--- src/logic/dio_pkg.sv ---
// Package: constants and carriers for the filtered digital port
package dio_pkg;
    // ------------------------------------------------------------
    // Widths and timing
    // ------------------------------------------------------------
    localparam int unsigned CH_COUNT      = 32;
    localparam int unsigned FILT_SEL_W    = 5;
    localparam int unsigned CLK_FREQ_HZ   = 100_000_000;
    localparam int unsigned BASE_FREQ_HZ  = 8_000_000;
    // Fractional divider: add 8 per cycle, wrap at 100 -> 8 MHz average tick rate
    localparam int unsigned TICK_INC      = BASE_FREQ_HZ / 1_000_000;
    localparam int unsigned TICK_MOD      = CLK_FREQ_HZ / 1_000_000;
    localparam int unsigned TICK_ACC_W    = 7;
    localparam int unsigned FILT_CNT_W    = 32;
    // ------------------------------------------------------------
    // Reset values
    // ------------------------------------------------------------
    localparam logic [CH_COUNT-1:0] OUT_RESET = 32'h0000_0000;
    localparam logic [CH_COUNT-1:0] IN_RESET  = 32'h0000_0000;

    typedef logic [CH_COUNT-1:0] word_t;

    typedef struct packed {
        word_t                 irq_enable;
        word_t                 rise_select;
        logic [FILT_SEL_W-1:0] filter_n;
    } irq_cfg_s;

    typedef struct packed {
        logic  wr;
        word_t data;
    } out_wr_s;
endpackage

--- src/logic/dio_filter_bit.sv ---
// Module: one input channel synchroniser and filter
`timescale 1ns/1ps
module dio_filter_bit
(
    input  wire logic                           clk,
    input  wire logic                           srst,
    input  wire logic                           pin_n,
    input  wire logic                           tick,
    input  wire logic [dio_pkg::FILT_CNT_W-1:0] hold_ticks,
    output logic                                level,
    output logic                                change
);
    import dio_pkg::*;

    typedef struct packed {
        logic [2:0]            sync;
        logic                  level;
        logic                  change;
        logic [FILT_CNT_W-1:0] cnt;
    } st_s;

    st_s st_reg;
    st_s st_next;

    always_comb
    begin
        st_next = st_reg;
        st_next.sync = {st_reg.sync[1:0], ~pin_n};
        st_next.change = 1'b0;
        // Only agreed stages 2 and 3 are looked at; stage 1 may be metastable
        if (st_reg.sync[2] != st_reg.sync[1] || st_reg.sync[2] == st_reg.level)
        begin
            st_next.cnt = '0;
        end
        else if (st_reg.cnt >= hold_ticks)
        begin
            st_next.level = st_reg.sync[2];
            st_next.change = 1'b1;
            st_next.cnt = '0;
        end
        else if (tick)
        begin
            st_next.cnt = st_reg.cnt + 1'b1;
        end
    end

    always_ff @(posedge clk)
    begin
        if (srst)
        begin
            st_reg <= '0;
        end
        else
        begin
            st_reg <= st_next;
        end
    end

    assign level  = st_reg.level;
    assign change = st_reg.change;
endmodule

--- src/logic/dio_port.sv ---
// Module: 32 in / 32 out filtered digital port with edge interrupts
`timescale 1ns/1ps
// ------------------------------------------------------------
// ------------------------------------------------------------
module dio_port
(
    input  wire logic              clk,
    input  wire logic              srst,
    input  wire dio_pkg::word_t    in_pin_n,
    input  wire dio_pkg::out_wr_s  out_wr,
    input  wire dio_pkg::irq_cfg_s irq_cfg,
    input  wire dio_pkg::word_t    irq_clear,
    output dio_pkg::word_t         in_data,
    output dio_pkg::word_t         out_sink_on,
    output dio_pkg::word_t         irq_status,
    output logic                   irq_req
);
    import dio_pkg::*;

    typedef struct packed {
        word_t                 outs;
        word_t                 status;
        logic                  irq;
        logic [TICK_ACC_W-1:0] acc;
        logic                  tick;
        logic [FILT_CNT_W-1:0] hold;
    } st_s;

    st_s   st_reg;
    st_s   st_next;
    word_t filt_level;
    word_t filt_change;

    // ------------------------------------------------------------
    // Per channel filters
    // ------------------------------------------------------------
    genvar g;
    generate
        for (g = 0; g < CH_COUNT; g++)
        begin : ch
            dio_filter_bit u_filt
            (
                .clk        (clk),
                .srst       (srst),
                .pin_n      (in_pin_n[g]),
                .tick       (st_reg.tick),
                .hold_ticks (st_reg.hold),
                .level      (filt_level[g]),
                .change     (filt_change[g])
            );
        end
    endgenerate

    // ------------------------------------------------------------
    // Next state
    // ------------------------------------------------------------
    always_comb
    begin
        word_t fire;
        fire = '0;
        st_next = st_reg;
        // Fractional divider keeps average 8 MHz without a second clock
        if (st_reg.acc + TICK_ACC_W'(TICK_INC) >= TICK_ACC_W'(TICK_MOD))
        begin
            st_next.acc = st_reg.acc + TICK_ACC_W'(TICK_INC) - TICK_ACC_W'(TICK_MOD);
            st_next.tick = 1'b1;
        end
        else
        begin
            st_next.acc = st_reg.acc + TICK_ACC_W'(TICK_INC);
            st_next.tick = 1'b0;
        end
        // Jitter of one 100 MHz cycle is the cost of the fractional tick
        st_next.hold = FILT_CNT_W'(1) << irq_cfg.filter_n;
        if (out_wr.wr)
        begin
            st_next.outs = out_wr.data;
        end
        // Rise on logical data means line went high-to-low
        fire = filt_change & irq_cfg.irq_enable
             & ~(filt_level ^ irq_cfg.rise_select);
        // Set wins over a clear in the same cycle
        st_next.status = (st_reg.status & ~irq_clear) | fire;
        st_next.irq = |(st_next.status & irq_cfg.irq_enable);
    end

    always_ff @(posedge clk)
    begin
        if (srst)
        begin
            st_reg <= '0;
            st_reg.outs <= OUT_RESET;
        end
        else
        begin
            st_reg <= st_next;
        end
    end

    // Plain level request; bus glue routes it, no strap needed
    assign irq_req     = st_reg.irq;
    assign out_sink_on = st_reg.outs;
    assign irq_status  = st_reg.status;
    assign in_data     = filt_level;
endmodule

--- config.mk ---
export PLATFORM = sky130hd
export DESIGN_NAME = dio_port
export DESIGN_NICKNAME = d
export VERILOG_FILES = /design/src/logic/dio_pkg.sv /design/src/logic/dio_filter_bit.sv /design/src/logic/dio_port.sv
export SDC_FILE = /design/constraint.sdc
export NUM_CORES = 2
export LEC_CHECK = 0
export BUFFER_PORTS_ARGS = -buffer_cell sky130_fd_sc_hd__buf_2
export CAP_MARGIN = 20
export CORE_ASPECT_RATIO = 0.5
export CORE_MARGIN = 10
export CORE_UTILIZATION = 30
export DETAILED_ROUTE_END_ITERATION = 8
export PLACE_DENSITY_LB_ADDON = 0.05
export SLEW_MARGIN = 20
export SYNTH_ARGS = -nofsm -noshare
export SYNTH_HDL_FRONTEND = slang
export SYNTH_HIERARCHICAL = 1
export SYNTH_SLANG_ARGS = --single-unit
--- constraint.sdc ---
create_clock -name clk -period 16.1 [get_ports clk]
set_input_delay 0.805 -clock clk [delete_from_list [all_inputs] [get_ports clk]]
set_output_delay 0.805 -clock clk [all_outputs]
set_load 0.02 [all_outputs]
==> qor.yml <==
critPathMaxStageDelay_ns: 0.71
synthSimpleGateAreaFrac: 0.249
skew_ns: 0.0547
cts_tree: "yes"
hold_buffers: 0
synth_area_um2: 80500
startpoint: "st_reg[32]"
die_h_um: 386
rsz0062_at_grt: "false"
syn_area_per_cell_um2: 8.33
routed_wl_mm: 267
antenna_left: 0
grt_pass1_vias: 62200
total_power_mw: 7.09
tns_ns: 0
routed-wl-met2_mm: 116
vias_per_cell: 4.75
layout_common_cells: "nor2_1 (1370), dfxtp_1 (1254), inv_1 (1107)"
clkLatencyLatePin_ns: 0.85
first_pass_iters: 5
tightest_slew_ns: 1.15
synthesis.nets: 10900
intPower_mw: 5.38
synthAdderAreaFrac: 0.165
wl_met1_mm: 133
largest_reg_flops: 1056
synth-main-ff-cell: "dfxtp_1"
p_clk_frac: 0.513
fin_cells: 13600
die-area_um2: 291000
start_util: 0.302
chipWidth_um: 753
hold_class: "in -> reg"
crit_buf_inv: 3
antenna_found_initial: 23
rows: 134
grt_max_degree: 88
wire_per_inst_um: 19.7
path_delay_family: "buffers and inverters"
reg2reg_from: "st_reg[32]"
path_clk_slew_ns: 0.06
n_fill_cell: 28400
crit_chain: "buf_4 > buf_12 > buf_4 > and4_4 > nand4_1 > nor4b_1 > nand4_1 > xor2_1 > nor2_1"
core-area_um2: 267000
cts_buffers: 156
cp-start-kind: "register"
holdWs_ns: 0.102
max-slew-margin-rel: 0.230
swShare: 0.242
synthArstFlopShare: 0
fmax_ghz: 0.233
root_buffer: "clkbuf_16"
cts_setup_buffers: 0
fin_crit_sh: 0.267
ir_drop_uv: 64.6
synthDistinctLibCells: 52
slew_viol_final: 0
grtUsageTotal: 0.179
dp_cells: 13300
layout_commonest_cell: "nor2_1"
yosysWarnings: 6
fin_crit_ns: 4.30
yosysSeqAreaShare: 0.320
gp_congestion: 0.764
seqPwrFrac: 0.454
clock-sinks: 1287
synth_xor_xnor_area_share: 0.112
numPortBuffers: 264
p_per_area_nw_per_um2: 78.9
fin_nets: 11100
top_layer_used: "met4"
switchingPower_mw: 1.71
muxShareOfSynthArea: 0.00814
path_class: "reg -> reg"
drc: 0
final_util: 0.337
leakagePower_nw: 33.2
grt_pass1_wl_mm: 400
synth_edf_count: 0
setup_viol: 0
hp-start: "in_pin_n[2]"
dpl.hpwl_mm: 179
grt.overflow.total: 0
synth_top_family_by_area: "simple AND/OR/NAND/NOR gates"
hold_viol: 0
htree_num_levels: 4
synth-seq-cells: 1287
cp.arrival_ns: 5.01
maxCapViolations: 0
drive_gt1_frac: 0.0838
crit_fanout: 87
slowest_stage: "nor4b_1"
end_kind: "register"
pin_count: 265
synth_compound_area_frac: 0.0714
syn2layout_area_growth_pct: 11.7
syn_inst: 9664
power.share.combinational: 0.033
drt_iter0_markers: 3693
post_cts_resized: 0
crit_required_ns: 16.81
cts_max_path_buffers: 4
run_status: "finished clean"
dr_total_vias: 64600
wl_met3_mm: 10.4
==> path summary, 6_finish.rpt <==
path / end / cells past startpoint / slack [ns]
worst max-delay path: ch[9].u_filt/st_reg[30] / 9 / 11.80
worst min-delay path: ch[2].u_filt/st_next[35] / 2 / 0.10
worst max register to register: ch[9].u_filt/st_reg[30] / 9 / 11.80
worst min register to register: ch[5].u_filt/st_next[36] / 1 / 0.43
==> final cells by class <==
cell class	instances	area [um^2]	area share
Multi-Input combinational cell	7031	48700	0.542
Sequential cell	1287	25900	0.288
Tap cell	3604	4510	0.0501
Clock buffer	213	4460	0.0496
Inverter	1107	4160	0.0462
Timing Repair Buffer	296	1630	0.0181
Clock inverter	57	582	0.00647
Antenna cell	5	12.5	0.000139
==> cell usage after synthesis, types with 3 or more instances <==
cell	number	area [um^2]
dfxtp_1	1287	25800
xor2_1	705	6170
o22a_1	3	26.3
nand3_4	32	561
a21boi_0	32	240
ha_1	1060	13300
buf_1	3	11.3
and3_1	128	801
and4_1	64	561
or4b_1	64	641
a311o_1	32	320
nand3_2	32	320
o2111ai_1	5	43.8
o21ai_0	129	646
a21o_2	32	280
nor4_1	8	50.1
a2111oi_0	32	280
nand3b_1	47	353
a21o_1	64	480
o21a_1	32	240
nor2b_1	65	407
nand4_1	488	3050
or4_1	32	240
a221o_1	32	320
nor2_2	65	407
nand2b_1	73	457
o221ai_1	3	26.3
nand2_1	776	2910
buf_6	96	1080
nor4b_1	32	280
nor4_2	32	400
and4_4	32	360
a21oi_1	514	2570
buf_2	37	185
inv_1	1107	4160
clkbuf_1	39	146
buf_4	64	480
nor2_1	1370	5140
nand3_1	419	2100
or3b_2	32	280
nor3_1	138	691
o211ai_1	33	248
xnor2_1	322	2820
mux2i_1	64	641
==> routing by layer <==
| layer | vias to the layer above | GRT usage |
|---|---|---|
| li1 | 33200 | - |
| met1 | 30300 | 0.252 |
| met2 | 871 | 0.287 |
| met3 | 308 | 0.0209 |
| met4 | 0 | 0.0489 |
| met5 | - | 0 |
==> worst reg2reg max path, cell delays in order, from the launching register on <==
cell and delay (ns):
dfxtp_4 0.58, buf_4 0.64, buf_12 0.51, buf_4 0.77
and4_4 0.42, nand4_1 0.14, nor4b_1 0.71, nand4_1 0.20
xor2_1 0.17, nor2_1 0.05
==> cell families after synthesis <==
| group | Yosys count |
|---|---|
| AOI/OAI and AO/OA | 946 |
| xor gates and xnor gates | 1028 |
| adders and majority gates | 1060 |
| buffers and inverters | 1346 |
| DFF | 1287 |
| muxes | 65 |
| and+or+nand+nor | 3932 |
==> metrics by stage <==
step	cell area (um^2)	setup WS, ns
2_1_floorplan	80500	9.77
3_3_place_gp	84900	11.73
3_5_place_dp	84900	11.72
4_1_cts	89900	11.72
5_1_grt	89900	11.35
6_report	90000	11.80
==> power groups by stage <==
stage	Clock (mW)	Combinational [mW]	Sequential (mW)
final	3.64	0.231	3.22
after global routing	3.90	0.258	3.22
after CTS	3.78	0.236	3.22
after detailed placement	0	0.235	3.29
after global placement	0	0.234	3.29
after floorplan	0	0.139	3.28
Power figures use the tool's default switching activity.
